`config.mk`:
```
export PLATFORM = sky130hd
export DESIGN_NAME = ppoc_port_ctrl
export DESIGN_NICKNAME = d
export VERILOG_FILES = /design/src/shared/ppoc_pkg.sv /design/src/rtl/ppoc_pin_cell.sv /design/src/rtl/ppoc_port_ctrl.sv
export SDC_FILE = /design/constraint.sdc
export NUM_CORES = 1
export LEC_CHECK = 0
export BUFFER_PORTS_ARGS = -buffer_cell sky130_fd_sc_hd__buf_2
export CAP_MARGIN = 20
export CORE_AREA = 2 2 228 230
export DETAILED_ROUTE_END_ITERATION = 8
export DIE_AREA = 0 0 230 232
export GPL_ROUTABILITY_DRIVEN = 0
export PLACE_DENSITY = 0.66
export SYNTH_ARGS = -nofsm -noshare
export SYNTH_HDL_FRONTEND = slang
export SYNTH_SLANG_ARGS = --single-unit
```
`constraint.sdc`:
```
create_clock -name clk_i -period 1.7 [get_ports clk_i]
set_input_delay 0.425 -clock clk_i [delete_from_list [all_inputs] [get_ports clk_i]]
set_output_delay 0.425 -clock clk_i [all_outputs]
set_load 0.02 [all_outputs]
```
`src/shared/ppoc_pkg.sv`:
```
// package: register map, field positions and reset values of the port block
package ppoc_pkg;
    localparam int PPOC_NPORTS = 8;
    localparam int PPOC_NLOW = 4;
    localparam int PPOC_PW = 8;
    localparam int PPOC_NPINS = PPOC_NPORTS * PPOC_PW;
    localparam int PPOC_NLOWPINS = PPOC_NLOW * PPOC_PW;
    localparam int PPOC_NHIPINS = PPOC_NPINS - PPOC_NLOWPINS;

    // port data latches
    localparam logic [7:0] PORT0_DATA_ADDR = 8'h80;
    localparam logic [7:0] PORT1_DATA_ADDR = 8'h90;
    localparam logic [7:0] PORT2_DATA_ADDR = 8'ha0;
    localparam logic [7:0] PORT3_DATA_ADDR = 8'hb0;
    localparam logic [7:0] PORT4_DATA_ADDR = 8'h84;
    localparam logic [7:0] PORT5_DATA_ADDR = 8'h85;
    localparam logic [7:0] PORT6_DATA_ADDR = 8'h86;
    localparam logic [7:0] PORT7_DATA_ADDR = 8'h96;
    // per-pin output mode of the low ports, then config two and high-port nibble mode
    localparam logic [7:0] PORT0_MODE_ADDR = 8'ha4;
    localparam logic [7:0] PORT1_MODE_ADDR = 8'ha5;
    localparam logic [7:0] PORT2_MODE_ADDR = 8'ha6;
    localparam logic [7:0] PORT3_MODE_ADDR = 8'ha7;
    localparam logic [7:0] MATRIX_CONFIG_REG_TWO_ADDR = 8'he3;
    localparam logic [7:0] HIGH_PORT_NIBBLE_OUTPUT_MODE_ADDR = 8'hb5;

    // fields of matrix_config_reg_two
    localparam int WEAK_PULLUP_DISABLE_BIT = 7;
    localparam int MATRIX_ENABLE_BIT = 6;
    localparam int EXTMEM_LOW_PORT_ENABLE_BIT = 1;

    // reset values
    localparam logic [7:0] PORT_DATA_RST = 8'hff;
    localparam logic [7:0] PORT_MODE_RST = 8'h00;
    localparam logic [7:0] MATRIX_CONFIG_REG_TWO_RST = 8'h00;
    localparam logic [7:0] HIGH_PORT_NIBBLE_OUTPUT_MODE_RST = 8'h00;
    localparam logic [7:0] SFR_UNMAPPED_READ = 8'h00;

    // sfr decode result: register group and port index
    typedef enum logic [2:0] {
        PPOC_SEL_NONE = 3'b000,
        PPOC_SEL_DATA = 3'b001,
        PPOC_SEL_MODE = 3'b010,
        PPOC_SEL_CFG2 = 3'b011,
        PPOC_SEL_HIMODE = 3'b100
    } ppoc_sel_t;
endpackage : ppoc_pkg

```
`src/rtl/ppoc_pin_cell.sv`:
```
// one port pin: output driver, pull-up control and input synchroniser
`timescale 1ns/10ps
module ppoc_pin_cell (
    // clock and reset
    input wire logic clk_i,
    input wire logic rstn_i,
    // control from the port logic
    input wire logic value_i,
    input wire logic push_pull_i,
    input wire logic drive_en_i,
    input wire logic pullup_dis_i,
    // pad side
    input wire logic pad_i,
    output logic pad_o,
    output logic pad_oe_o,
    output logic pullup_en_o,
    // synchronised pin level
    output logic level_o
);
    logic next_oe;
    logic next_pullup;
    logic sync_q1;

    // push-pull drives both levels, open-drain only the low one
    assign next_oe = drive_en_i & (push_pull_i | ~value_i);
    // never fight our own low drive
    assign next_pullup = ~pullup_dis_i & ~(next_oe & ~value_i);

    always_ff @(posedge clk_i or negedge rstn_i) begin
        if (!rstn_i) begin
            pad_o <= 1'b0;
            pad_oe_o <= 1'b0;
            pullup_en_o <= 1'b1;
        end else begin
            pad_o <= value_i;
            pad_oe_o <= next_oe;
            pullup_en_o <= next_pullup;
        end
    end

    always_ff @(posedge clk_i or negedge rstn_i) begin
        if (!rstn_i) begin
            sync_q1 <= 1'b0;
            level_o <= 1'b0;
        end else begin
            sync_q1 <= pad_i;
            level_o <= sync_q1;
        end
    end
endmodule : ppoc_pin_cell

```
`src/rtl/ppoc_port_ctrl.sv`:
```
// port pin output control: data latches, modes, matrix gate, memory takeover
`timescale 1ns/10ps
// Contract
// - unassigned low-port pins are GPIO through the per-port data latches.
// - peripheral sets output of its pins; latch writes do not reach them.
// - ordinary port read returns the actual pin level.
// - read phase of read-modify-write returns latch contents instead.
// - low-port drivers stay off until matrix enable bit (bit 6) is set.
// - pins assigned to peripheral inputs have drivers off.
// - every pin has open-drain or push-pull mode, open-drain at reset.
// - push-pull: zero drives low, one drives high.
// - open-drain: zero drives low, one leaves pin undriven.
// - low ports have a per-pin mode bit, one means push-pull.
// - modes apply always, except two-wire pins and mode-0 UART receive.
// - high ports: one mode bit per nibble, bit 7 is port seven upper.
// - pull-ups on after reset; bit 7 of config two disables all.
// - a pin driving low has its pull-up switched off.
// - off-chip external move drives affected pins, overriding latches.
// - memory activity keeps modes; off-chip reads disable data bus drivers.
// - low-port data registers accept byte and single-bit access.
module ppoc_port_ctrl (
    // clock and reset
    input wire logic clk_i,
    input wire logic rstn_i,
    // special function register port
    input wire logic [7:0] sfr_addr_i,
    input wire logic sfr_wr_i,
    input wire logic [7:0] sfr_wdata_i,
    input wire logic sfr_bit_wr_i,
    input wire logic [2:0] sfr_bit_idx_i,
    input wire logic sfr_bit_val_i,
    input wire logic sfr_rd_i,
    input wire logic sfr_rmw_i,
    output logic [7:0] sfr_rdata_o,
    // pin assignment matrix, low ports
    input wire logic [ppoc_pkg::PPOC_NLOWPINS-1:0] periph_alloc_i,
    input wire logic [ppoc_pkg::PPOC_NLOWPINS-1:0] periph_out_i,
    input wire logic [ppoc_pkg::PPOC_NLOWPINS-1:0] periph_input_i,
    input wire logic [ppoc_pkg::PPOC_NLOWPINS-1:0] twowire_pin_i,
    input wire logic [ppoc_pkg::PPOC_NLOWPINS-1:0] uart_zero_rx_pin_i,
    input wire logic [ppoc_pkg::PPOC_NLOWPINS-1:0] uart_one_rx_pin_i,
    input wire logic uart_zero_mode0_i,
    input wire logic uart_one_mode0_i,
    // external memory interface on the high ports
    input wire logic extmem_high_i,
    input wire logic extmem_offchip_i,
    input wire logic extmem_read_i,
    input wire logic [ppoc_pkg::PPOC_NHIPINS-1:0] extmem_pin_i,
    input wire logic [ppoc_pkg::PPOC_NHIPINS-1:0] extmem_data_pin_i,
    input wire logic [ppoc_pkg::PPOC_NHIPINS-1:0] extmem_out_i,
    // configuration seen by other blocks
    output logic matrix_enable_o,
    output logic extmem_low_port_enable_o,
    // pads
    input wire logic [ppoc_pkg::PPOC_NPINS-1:0] pad_i,
    output logic [ppoc_pkg::PPOC_NPINS-1:0] pad_o,
    output logic [ppoc_pkg::PPOC_NPINS-1:0] pad_oe_o,
    output logic [ppoc_pkg::PPOC_NPINS-1:0] pullup_en_o
);
    import ppoc_pkg::*;

    // decoding is shared by byte writes, bit writes and reads
    function automatic ppoc_sel_t sfr_group(input logic [7:0] a);
        unique case (a)
            PORT0_DATA_ADDR, PORT1_DATA_ADDR,
            PORT2_DATA_ADDR, PORT3_DATA_ADDR,
            PORT4_DATA_ADDR, PORT5_DATA_ADDR,
            PORT6_DATA_ADDR, PORT7_DATA_ADDR: sfr_group = PPOC_SEL_DATA;
            PORT0_MODE_ADDR, PORT1_MODE_ADDR,
            PORT2_MODE_ADDR, PORT3_MODE_ADDR: sfr_group = PPOC_SEL_MODE;
            MATRIX_CONFIG_REG_TWO_ADDR: sfr_group = PPOC_SEL_CFG2;
            HIGH_PORT_NIBBLE_OUTPUT_MODE_ADDR: sfr_group = PPOC_SEL_HIMODE;
            default: sfr_group = PPOC_SEL_NONE;
        endcase
    endfunction : sfr_group

    function automatic logic [2:0] sfr_port(input logic [7:0] a);
        unique case (a)
            PORT0_DATA_ADDR, PORT0_MODE_ADDR: sfr_port = 3'h0;
            PORT1_DATA_ADDR, PORT1_MODE_ADDR: sfr_port = 3'h1;
            PORT2_DATA_ADDR, PORT2_MODE_ADDR: sfr_port = 3'h2;
            PORT3_DATA_ADDR, PORT3_MODE_ADDR: sfr_port = 3'h3;
            PORT4_DATA_ADDR: sfr_port = 3'h4;
            PORT5_DATA_ADDR: sfr_port = 3'h5;
            PORT6_DATA_ADDR: sfr_port = 3'h6;
            PORT7_DATA_ADDR: sfr_port = 3'h7;
            default: sfr_port = 3'h0;
        endcase
    endfunction : sfr_port

    // bit write merged into a byte, so both paths share one update
    function automatic logic [7:0] bit_merge(
        input logic [7:0] old,
        input logic [2:0] idx,
        input logic val
    );
        logic [7:0] r;
        r = old;
        r[idx] = val;
        bit_merge = r;
    endfunction : bit_merge

    ppoc_sel_t acc_group;
    logic [2:0] acc_port;
    logic acc_any;
    logic [7:0] port_data [PPOC_NPORTS];
    logic [7:0] port_mode [PPOC_NLOW];
    logic [7:0] cfg_two;
    logic [7:0] hi_mode;
    logic [PPOC_NPINS-1:0] pin_level;
    logic [7:0] data_wval [PPOC_NPORTS];
    logic [7:0] mode_wval [PPOC_NLOW];
    logic [7:0] cfg_wval;
    logic [7:0] himode_wval;
    logic [7:0] next_rdata;
    logic [7:0] data_rd;
    logic pullup_dis;
    logic extmem_take;
    logic extmem_rd_off;

    assign acc_any = sfr_wr_i | sfr_bit_wr_i;
    assign acc_group = sfr_group(sfr_addr_i);
    assign acc_port = sfr_port(sfr_addr_i);

    assign matrix_enable_o = cfg_two[MATRIX_ENABLE_BIT];
    assign extmem_low_port_enable_o = cfg_two[EXTMEM_LOW_PORT_ENABLE_BIT];
    assign pullup_dis = cfg_two[WEAK_PULLUP_DISABLE_BIT];
    // memory takeover lasts while the off-chip move executes
    assign extmem_take = extmem_high_i & extmem_offchip_i;
    assign extmem_rd_off = extmem_take & extmem_read_i;

    // port data latches
    genvar p;
    generate
        for (p = 0; p < PPOC_NPORTS; p++) begin : g_data
            // byte or single-bit write to the same latch
            assign data_wval[p] = sfr_bit_wr_i ?
                bit_merge(port_data[p], sfr_bit_idx_i, sfr_bit_val_i) :
                sfr_wdata_i;
            always_ff @(posedge clk_i or negedge rstn_i) begin
                if (!rstn_i) begin
                    port_data[p] <= PORT_DATA_RST;
                end else if (acc_any && acc_group == PPOC_SEL_DATA &&
                             acc_port == 3'(p)) begin
                    port_data[p] <= data_wval[p];
                end
            end
        end
    endgenerate

    // low-port per-pin mode registers, open-drain after reset
    generate
        for (p = 0; p < PPOC_NLOW; p++) begin : g_mode
            assign mode_wval[p] = sfr_bit_wr_i ?
                bit_merge(port_mode[p], sfr_bit_idx_i, sfr_bit_val_i) :
                sfr_wdata_i;
            always_ff @(posedge clk_i or negedge rstn_i) begin
                if (!rstn_i) begin
                    port_mode[p] <= PORT_MODE_RST;
                end else if (acc_any && acc_group == PPOC_SEL_MODE &&
                             acc_port == 3'(p)) begin
                    port_mode[p] <= mode_wval[p];
                end
            end
        end
    endgenerate

    assign cfg_wval = sfr_bit_wr_i ?
        bit_merge(cfg_two, sfr_bit_idx_i, sfr_bit_val_i) : sfr_wdata_i;
    assign himode_wval = sfr_bit_wr_i ?
        bit_merge(hi_mode, sfr_bit_idx_i, sfr_bit_val_i) : sfr_wdata_i;

    always_ff @(posedge clk_i or negedge rstn_i) begin
        if (!rstn_i) begin
            cfg_two <= MATRIX_CONFIG_REG_TWO_RST;
        end else if (acc_any && acc_group == PPOC_SEL_CFG2) begin
            cfg_two <= cfg_wval;
        end
    end

    always_ff @(posedge clk_i or negedge rstn_i) begin
        if (!rstn_i) begin
            hi_mode <= HIGH_PORT_NIBBLE_OUTPUT_MODE_RST;
        end else if (acc_any && acc_group == PPOC_SEL_HIMODE) begin
            hi_mode <= himode_wval;
        end
    end

    // per-pin driver control
    genvar g;
    generate
        for (g = 0; g < PPOC_NPINS; g++) begin : g_pin
            logic value;
            logic push_pull;
            logic drive_en;
            if (g < PPOC_NLOWPINS) begin : g_low
                logic force_od;
                // two-wire and mode-0 receive pins stay open-drain
                assign force_od = twowire_pin_i[g] |
                    (uart_zero_mode0_i & uart_zero_rx_pin_i[g]) |
                    (uart_one_mode0_i & uart_one_rx_pin_i[g]);
                // peripheral owns assigned pins, else the latch
                assign value = periph_alloc_i[g] ? periph_out_i[g] :
                    port_data[g/PPOC_PW][g%PPOC_PW];
                assign push_pull = port_mode[g/PPOC_PW][g%PPOC_PW] &
                    ~force_od;
                // matrix gate and input-assigned pins
                assign drive_en = cfg_two[MATRIX_ENABLE_BIT] &
                    ~(periph_alloc_i[g] & periph_input_i[g]);
            end else begin : g_high
                localparam int H = g - PPOC_NLOWPINS;
                // one mode bit per nibble, port four lower is bit 0
                assign push_pull = hi_mode[H/4];
                assign value = (extmem_take & extmem_pin_i[H]) ?
                    extmem_out_i[H] :
                    port_data[g/PPOC_PW][g%PPOC_PW];
                assign drive_en = ~(extmem_rd_off &
                    extmem_data_pin_i[H]);
            end

            ppoc_pin_cell u_cell (
                .clk_i(clk_i),
                .rstn_i(rstn_i),
                .value_i(value),
                .push_pull_i(push_pull),
                .drive_en_i(drive_en),
                .pullup_dis_i(pullup_dis),
                .pad_i(pad_i[g]),
                .pad_o(pad_o[g]),
                .pad_oe_o(pad_oe_o[g]),
                .pullup_en_o(pullup_en_o[g]),
                .level_o(pin_level[g])
            );
        end
    endgenerate

    // port read: pin level, or latch during the rmw read phase
    assign data_rd = sfr_rmw_i ? port_data[acc_port] :
        pin_level[acc_port*PPOC_PW +: PPOC_PW];

    always_comb begin
        unique case (acc_group)
            PPOC_SEL_DATA: next_rdata = data_rd;
            PPOC_SEL_MODE: next_rdata = port_mode[acc_port[1:0]];
            PPOC_SEL_CFG2: next_rdata = cfg_two;
            PPOC_SEL_HIMODE: next_rdata = hi_mode;
            default: next_rdata = SFR_UNMAPPED_READ;
        endcase
    end

    always_ff @(posedge clk_i or negedge rstn_i) begin
        if (!rstn_i) begin
            sfr_rdata_o <= SFR_UNMAPPED_READ;
        end else if (sfr_rd_i) begin
            sfr_rdata_o <= next_rdata;
        end
    end
endmodule : ppoc_port_ctrl

```
==> results.env, run 1 <==
DRT_ITER0_DRC=1145
INITIAL_UTILIZATION_PCT=38.25
PORT_BUFFERS=584
TIMING.FMAX_MHz=532.1
FINAL_UTIL_PCT=52.42
SHARE_OF_THE_SYNTHESIZED_AREA_IN_THE_TOP_CELL_TYPE_PCT=40.11
SYN_INST=1728
WORSTPATHMAXFANOUT=11
WORST_EP_ARRIVAL_TIME_PS=2340
CLK_PIN_SLEW_PS=60
NETLIST-CELL-TYPE-COUNT=57
SYNTH_SEQ_AREA_SHARE_PCT=57.39
CTS_MAX_PATH_BUFFERS=3
CRITPATHMOSTFREQUENTCELL='sky130_fd_sc_hd__nor2_1'
POST_DRT_VIA_CELL_RATIO=5.131
POST-ROUTE-MIN-PERIOD_PS=1879
TRITONCTS='built'
ANTENNA_FOUND_INITIAL=4
TRITONCTS.NUM_BUFFERS=48
FIRST_PASS_ITERS=5
DETAIL_ROUTE.WL_PER_CELL_UM=22.84
GRT-OVFL-TOTAL=0
ROUTE.DETAILED.DRC=0
CTS_MAX_LEVEL=2
WORSTSKEWPAIRLATENCY_PS=580
CRIT_REQUIRED_PS=2160
CLOCK_TREE.ROOT_CELL='sky130_fd_sc_hd__clkbuf_16'
NETS=2721
MIN_PERIOD_OVER_PERIOD_PCT=110.5
AVGSYNTHCELLAREA_UM2=11.26
N_FILL_CELL=4392
WORSTSETUPSTARTPOINTTYPE='primary input'
LEAKAGEPOWER_nW=13.00
DRIVE_ABOVE_1_SHARE_PCT=51.71
GRT_FIRST_PASS_WIRELENGTH_MM=100.1
FIRST_GLOBAL_VIAS=16210
DESIGN.PORTCOUNT=585
SYNTH-SEQ-CELLS=440
FAILED_CHECKS='negative setup slack'
TIMING.HOLD.WS_PS=76.88
ANTENNA-DIODE-COUNT=0
TIMING.CRITICAL_PATH.BUF_INV=5
FINAL.SETUP_SKEW_PS=13.72
CRIT_PATH_CELL_TRACE='buf_6, or3b_4, buf_6, buf_12, nor2_4, buf_4, buf_16, nor2_1, nor2_1, nor2_1, o41ai_2'
RSZ0062_AT_GRT='true'
DIE-HEIGHT_UM=232
GRT.TOTAL_USAGE_PCT=25.31
TIMING.HOLD.WORST.CLASS='in -> reg'
FINALHOLDVIOLCOUNT=0
DPL_WORST_SLACK_PS=-914.7
SYN_AREA_MM2=0.01946
TIMING.SLEW.HEADROOM_PCT=57.68
CRITICAL-PATH-SLOWEST-CELL='sky130_fd_sc_hd__or3b_4'
AREA_GROWTH_PCT=37.04
SYNTHARSTFLOPSHARE_PCT=100.0
P_PER_AREA_mW_PER_MM2=937.8
DIE_AREA_MM2=0.05336
COUNT_OF_SYNTHESIS_STAGE_WARNINGS_FROM_YOSYS=0
TRITONCTS_NUM_SINKS=440
REPORT.FINAL.SLEW_VIOL_COUNT=0
POSTLAYOUTSETUPSLACKWORST_PS=-179.3
CRITICAL-PATH-MAX-STAGE-DELAY_PS=400
GRT_MAX_DEGREE=71
FLOORPLAN.ROWS=83
SYNTH_TOP_FLOP_CELL='sky130_fd_sc_hd__dfrtp_1'
VDD.IR_DROP.WORST_V=0.0007619
CRIT_PATH_END_KIND='register'
REGISTER_TO_REGISTER_SETUP_SLACK_PS=150
CAP_VIOLATIONS=0
DIE_WIDTH_UM=230
YOSYS.AREA.TOP_TYPE='sky130_fd_sc_hd__dfrtp_1'
CPLARGESTDELAYFAMILY='simple AND/OR/NAND/NOR gates'
DRT_TOTAL_WL_MM=69.77
WORSTMARGINPINSLEW_PS=634.8
FINALSETUPVIOLCOUNT=54
NETLIST_TOP_CELLS_AREA='sky130_fd_sc_hd__dfrtp_1 (40%), sky130_fd_sc_hd__dfstp_2 (17%), sky130_fd_sc_hd__buf_4 (7.6%)'
ANT_NETS=0
VIAS=15680
DESIGN.CORE.AREA_MM2=0.05089
SYNTHESIS.NETS=2111
SYNTH-EDFF-COUNT=0
HPWL_MM=52.82
STATUS='finished, violations left'
CRITICAL_PATH_CLASS='in -> reg'
## flip-flops by register name (all words and copies together), names as in the netlist
signal / flops
g_pin.u_cell.sync_q1: 64
port_data: 64
g_pin.u_cell.pullup_en_o: 64
g_pin.u_cell.pad_oe_o: 64
hi_mode: 8
g_pin.u_cell.level_o: 64
g_pin.u_cell.pad_o: 64
cfg_two: 8
port_mode: 32
sfr_rdata_o: 8
## timing repair
action	in CTS	in global routing
buffers inserted	8	5
hold buffers	65	0
pin swaps	23	18
endpoints found under the hold margin	129	0
endpoints found under the setup margin	135	117
resized for setup	164	120
cloned	2	0
## cell families after synthesis
logic type                synth area share [%]
and+or+nand+nor                          11.20
DFF                                      57.39
buffers and inverters                    10.59
AOI/OAI and AO/OA                        8.768
muxes                                    12.01
xor gates and xnor gates               0.04500
## placed cells by master, fill, tap and decap left out, types with 6 or more instances in the layout
master                          synthesis  layout
sky130_fd_sc_hd__a21oi_1               82      77
sky130_fd_sc_hd__a21oi_2                1       6
sky130_fd_sc_hd__a22oi_1               46      41
sky130_fd_sc_hd__a31oi_1               36      35
sky130_fd_sc_hd__a32oi_2                1       8
sky130_fd_sc_hd__buf_12                 0      33
sky130_fd_sc_hd__buf_2                  7     516
sky130_fd_sc_hd__buf_4                197     166
sky130_fd_sc_hd__buf_6                  4      41
sky130_fd_sc_hd__clkbuf_16              0      48
sky130_fd_sc_hd__clkbuf_8               0      10
sky130_fd_sc_hd__clkinv_2               0       9
sky130_fd_sc_hd__dfrtp_1              312     310
sky130_fd_sc_hd__dfstp_2              128     128
sky130_fd_sc_hd__dlygate4sd3_1          0      65
sky130_fd_sc_hd__inv_1                 73      73
sky130_fd_sc_hd__mux2_2               113      80
sky130_fd_sc_hd__mux2_4                 0      33
sky130_fd_sc_hd__mux2i_1               88      84
sky130_fd_sc_hd__mux4_2                 0       7
sky130_fd_sc_hd__nand2_1              202     196
sky130_fd_sc_hd__nand3_1               34      33
sky130_fd_sc_hd__nand3b_1              33      33
sky130_fd_sc_hd__nor2_1               153     100
sky130_fd_sc_hd__nor2_2                 1      34
sky130_fd_sc_hd__nor2_4                 0      20
sky130_fd_sc_hd__nor2b_4                0      14
sky130_fd_sc_hd__o21a_1                33      32
sky130_fd_sc_hd__o21ai_0               21       6
sky130_fd_sc_hd__o21ai_1                4      17
sky130_fd_sc_hd__o41ai_2                7       7
## worst register-to-register path, cell delays in order (launching register included)
cell and delay [ps]:
sky130_fd_sc_hd__dfrtp_2 480, sky130_fd_sc_hd__buf_4 180, sky130_fd_sc_hd__a22oi_1 310, sky130_fd_sc_hd__o221ai_2 190, sky130_fd_sc_hd__a22oi_2 170, sky130_fd_sc_hd__o41ai_2 100
## cell type report
| class | count | area (um2) | area share, % |
|---|---|---|---|
| inverter | 75 | 282.8 | 1.060 |
| timing repair buffer | 827 | 5722 | 21.45 |
| tap | 680 | 850.8 | 3.190 |
| clock buffer | 63 | 1358 | 5.089 |
| multi-input combinational | 946 | 7023 | 26.33 |
| sequential | 440 | 11170 | 41.89 |
| clock inverter | 24 | 265.3 | 0.9944 |
## final timing paths
| path | end | cells after the start | start |
|---|---|---|---|
| worst min register to register | g_pin[55].u_cell.level_o | 0 | g_pin[55].u_cell.sync_q1 |
| worst min-delay path | g_pin[52].u_cell.pullup_en_o | 3 | extmem_data_pin_i[20] |
| min in group asynchronous | g_pin[23].u_cell.pad_o | 2 | rstn_i |
| max in group asynchronous | port_data[30] | 4 | rstn_i |
| worst max-delay path | sfr_rdata_o[1] | 11 | sfr_addr_i[6] |
| worst max register to register | sfr_rdata_o[6] | 5 | cfg_two[6] |
## metrics by stage
step                      TNS [ps]  total power [W]  cell area, um2  cells
after floorplan             -38640          0.01287           19620   1728
final                        -3219          0.02502           26670   3055
after detailed placement    -81240          0.01424           23210   2889
after global placement      -77310          0.01418           23210   2889
after global routing         -5890          0.02599           26670   3055
after CTS                    -1634          0.02518           26220   3051
## synthesized netlist by cell type, types with 2 or more instances
cell type                  instances
sky130_fd_sc_hd__nand3_1          34
sky130_fd_sc_hd__inv_1            73
sky130_fd_sc_hd__nand2b_1          6
sky130_fd_sc_hd__a31oi_1          36
sky130_fd_sc_hd__clkbuf_1         56
sky130_fd_sc_hd__dfstp_2         128
sky130_fd_sc_hd__nand4_1           5
sky130_fd_sc_hd__a21oi_1          82
sky130_fd_sc_hd__or3_1             3
sky130_fd_sc_hd__nor2b_1          17
sky130_fd_sc_hd__o21a_1           33
sky130_fd_sc_hd__o21ai_0          21
sky130_fd_sc_hd__o221ai_1          7
sky130_fd_sc_hd__or3b_1            2
sky130_fd_sc_hd__mux2i_1          88
sky130_fd_sc_hd__buf_6             4
sky130_fd_sc_hd__buf_4           197
sky130_fd_sc_hd__nor3_1            5
sky130_fd_sc_hd__dfrtp_1         312
sky130_fd_sc_hd__buf_1             3
sky130_fd_sc_hd__o41ai_2           7
sky130_fd_sc_hd__nor3b_1           4
sky130_fd_sc_hd__nand2_1         202
sky130_fd_sc_hd__mux2_2          113
sky130_fd_sc_hd__mux4_1            7
sky130_fd_sc_hd__buf_2             7
sky130_fd_sc_hd__a32oi_1           7
sky130_fd_sc_hd__clkinv_1          2
sky130_fd_sc_hd__nor2_1          153
sky130_fd_sc_hd__a211oi_1          5
sky130_fd_sc_hd__a22oi_1          46
sky130_fd_sc_hd__and2_1            3
sky130_fd_sc_hd__o21ai_1           4
sky130_fd_sc_hd__nand3b_1         33
## power by group
group,total [W],leakage (nW),switching [W],internal (W)
combinational,0.00301,7.01,0.00168,0.00133
sequential,0.0114,5.19,0.000318,0.0111
clock,0.0106,0.794,0.00434,0.00626
total,0.0250,13.0,0.00634,0.0187
## layer usage
layer  global-route usage, %  share of wire (%)  up-vias  routed length (um)
met5                       0              0.039        -                  27
met2                   42.41                 49      679               34030
met1                   32.62                 41     7959               28690
met4                   8.750                3.2        4                2211
li1                        -                  -     6886                   -
met3                   5.231                6.9      148                4814
No activity file was read; power rests on OpenSTA's default activity.
==> inputs of run 2 (changes only) <==
Settings changed: CELL_PAD_IN_SITES_DETAIL_PLACEMENT from default to 0, CELL_PAD_IN_SITES_GLOBAL_PLACEMENT from default to 1, CORE_AREA 2 2 228 230 to 2 2 231 233, DIE_AREA 0 0 230 232 to 0 0 233 235, PLACE_DENSITY 0.66 to 0.8.
==> results.env, run 2 (synthesized netlist as in run 1, its figures left out) <==
WORSTPATHMAXFANOUT=6
NETS=2724
CLOCKPOWERSHARE_PCT=41.7
P_SW_SHARE_PCT=25.03
FAILED_CHECKS='negative setup slack'
DIE_AREA_MM2=0.05476
RSZ0062_AT_GRT='true'
POST-ROUTE-MIN-PERIOD_PS=1894
CRITICAL-PATH-MAX-STAGE-DELAY_PS=400
WORSTSKEWPAIRLATENCY_PS=590
CLOCK_TREE.ROOT_CELL='sky130_fd_sc_hd__clkbuf_16'
TRITONCTS='built'
TIMING.FMAX_MHz=528.0
ANTENNA_FOUND_INITIAL=2
CRITICAL-PATH-SLOWEST-CELL='sky130_fd_sc_hd__or3b_4'
FINAL.SETUP_SKEW_PS=25.52
PORT_BUFFERS=584
ROUTE.DETAILED.DRC=0
TIMING.HOLD.WORST.CLASS='in -> reg'
WORST_EP_ARRIVAL_TIME_PS=2330
TRITONCTS_NUM_SINKS=440
CELLINTERNALPOWER_W=0.01849
HPWL_MM=52.14
TOTAL_SWITCHING_POWER_W=0.006175
ANT_NETS=0
GRTUSAGEMET3_PCT=5.146
VDD.IR_DROP.WORST_V=0.0006552
GRT.BUSIEST_LAYER='met2'
GRT_FIRST_PASS_WIRELENGTH_MM=100.2
PLACED_CELLS=2899
CRIT_PATH_CELL_TRACE='buf_8, or3b_4, a211oi_2, buf_4, nor2_4, buf_12, buf_12, mux2i_1, o221ai_1, a22oi_1, o41ai_2'
DRIVE_ABOVE_1_SHARE_PCT=51.24
TIMING.SLEW.HEADROOM_PCT=60.01
GRT-OVFL-TOTAL=0
FINALSETUPVIOLCOUNT=47
LEAKAGEPOWER_nW=13.07
TRITONCTS.NUM_BUFFERS=46
MOSTFREQUENTLAYOUTCELLS='sky130_fd_sc_hd__buf_2 (519), sky130_fd_sc_hd__dfrtp_1 (310), sky130_fd_sc_hd__nand2_1 (198)'
GLOBAL_ROUTE.USAGE.MET1_PCT=31.04
CRITICAL_PATH_CLASS='in -> reg'
CAP_VIOLATIONS=0
FLOORPLAN.ROWS=84
DESIGN.PORTCOUNT=585
WORSTSETUPSTARTPOINTTYPE='primary input'
AREA_GROWTH_PCT=37.21
INITIAL_UTILIZATION_PCT=37.26
SEQ_POWER_SHARE_PCT=46.1
DESIGN.CORE.AREA_MM2=0.05224
VIAS=15440
FIRST_PASS_ITERS=5
CTS_MAX_PATH_BUFFERS=3
CRIT_PATH_END_KIND='register'
DPL_WORST_SLACK_PS=-878.7
CRITPATHMOSTFREQUENTCELL='sky130_fd_sc_hd__buf_12'
CLK_PIN_SLEW_PS=60
DRT_TOTAL_WL_MM=68.99
CTS_MAX_LEVEL=2
REPORT.FINAL.SLEW_VIOL_COUNT=0
MIN_PERIOD_OVER_PERIOD_PCT=111.4
STATUS='finished, violations left'
CRIT_REQUIRED_PS=2140
MET2_USAGE_PCT=41.88
GRT_MAX_DEGREE=68
FINISH.CELL_COUNT_WITHOUT_FILLERS=3064
DIE_WIDTH_UM=233
FIRST_GLOBAL_VIAS=16220
WORSTMARGINPINSLEW_PS=599.9
DRT_ITER0_DRC=1224
P_PER_AREA_mW_PER_MM2=923.5
LAYOUT_COMMONEST_CELL='sky130_fd_sc_hd__buf_2'
POST_DRT_VIA_CELL_RATIO=5.038
FINALHOLDVIOLCOUNT=0
GRT.TOTAL_USAGE_PCT=24.52
DETAIL_ROUTE.WL_PER_CELL_UM=22.52
POWER.COMBINATIONAL.FRACTION_PCT=12.2
DIE-HEIGHT_UM=235
POSTLAYOUTSETUPSLACKWORST_PS=-194.0
==> run 2: worst max-delay path: cells and delay by family <==
| family | cells | cell delay (ps) |
|---|---|---|
| multiplexers | 1 | 170 |
| AO/OA/AOI/OAI | 4 | 720 |
| AND/OR/NAND/NOR | 2 | 450 |
| buffers and inverters | 4 | 550 |
==> run 2: path summary, 6_finish.rpt <==
kind	startpoint	endpoint	slack, ps	cells past startpoint
min in group asynchronous	rstn_i	g_pin[42].u_cell.pad_o	380	2
max	sfr_addr_i[0]	sfr_rdata_o[1]	-190	11
min reg2reg	g_pin[46].u_cell.sync_q1	g_pin[46].u_cell.level_o	350	0
max in group asynchronous	rstn_i	port_data[36]	590	3
max reg2reg	port_mode[24]	sfr_rdata_o[0]	180	5
min	extmem_data_pin_i[1]	g_pin[33].u_cell.pullup_en_o	60	3
==> run 2: power by group through the flow <==
stage               combinational [W]  clock, W  sequential (W)
global route                  0.00323    0.0109          0.0114
floorplan                     0.00149         0          0.0114
detailed placement            0.00268         0          0.0115
CTS                           0.00294    0.0105          0.0114
finish                        0.00301    0.0103          0.0114
global placement              0.00264         0          0.0115
==> run 2: cell type report <==
type,count,area (um2)
clock inverter,14,163.9
inverter,75,282.8
clock buffer,68,1378
tap,688,860.8
timing repair buffer,831,5801
multi-input combinational,947,7047
fill,4477,25530
antenna,1,2.502
sequential,440,11170
==> run 2: routing by layer <==
| metal | vias up | wire length [um] |
|---|---|---|
| met4 | 2 | 1870 |
| met1 | 7760 | 28290 |
| met2 | 641 | 34030 |
| met3 | 115 | 4787 |
| met5 | - | 13 |
| li1 | 6917 | - |
==> run 2: repair_timing <==
action | in CTS | in global routing
endpoints found under the setup margin | 134 | 109
hold buffers | 65 | 0
buffers inserted | 12 | 2
hold endpoints to repair | 71 | 0
resized for setup | 170 | 103
cloned | 4 | 0
pin swaps | 32 | 21
==> run 2: metrics by stage <==
step	instance area (um2)	util [%]	TNS [ps]	hold WS, ps	total power, W
3_5_place_dp	23310	44.63	-79830	334.7	0.01423
5_1_grt	26710	51.13	-5306	62.98	0.02557
6_report	26710	51.13	-2940	62.54	0.02466
3_3_place_gp	23310	44.63	-75970	333.6	0.01418
4_1_cts	26320	50.39	-1693	28.64	0.02482
2_1_floorplan	19620	-	-38640	129.4	0.01287
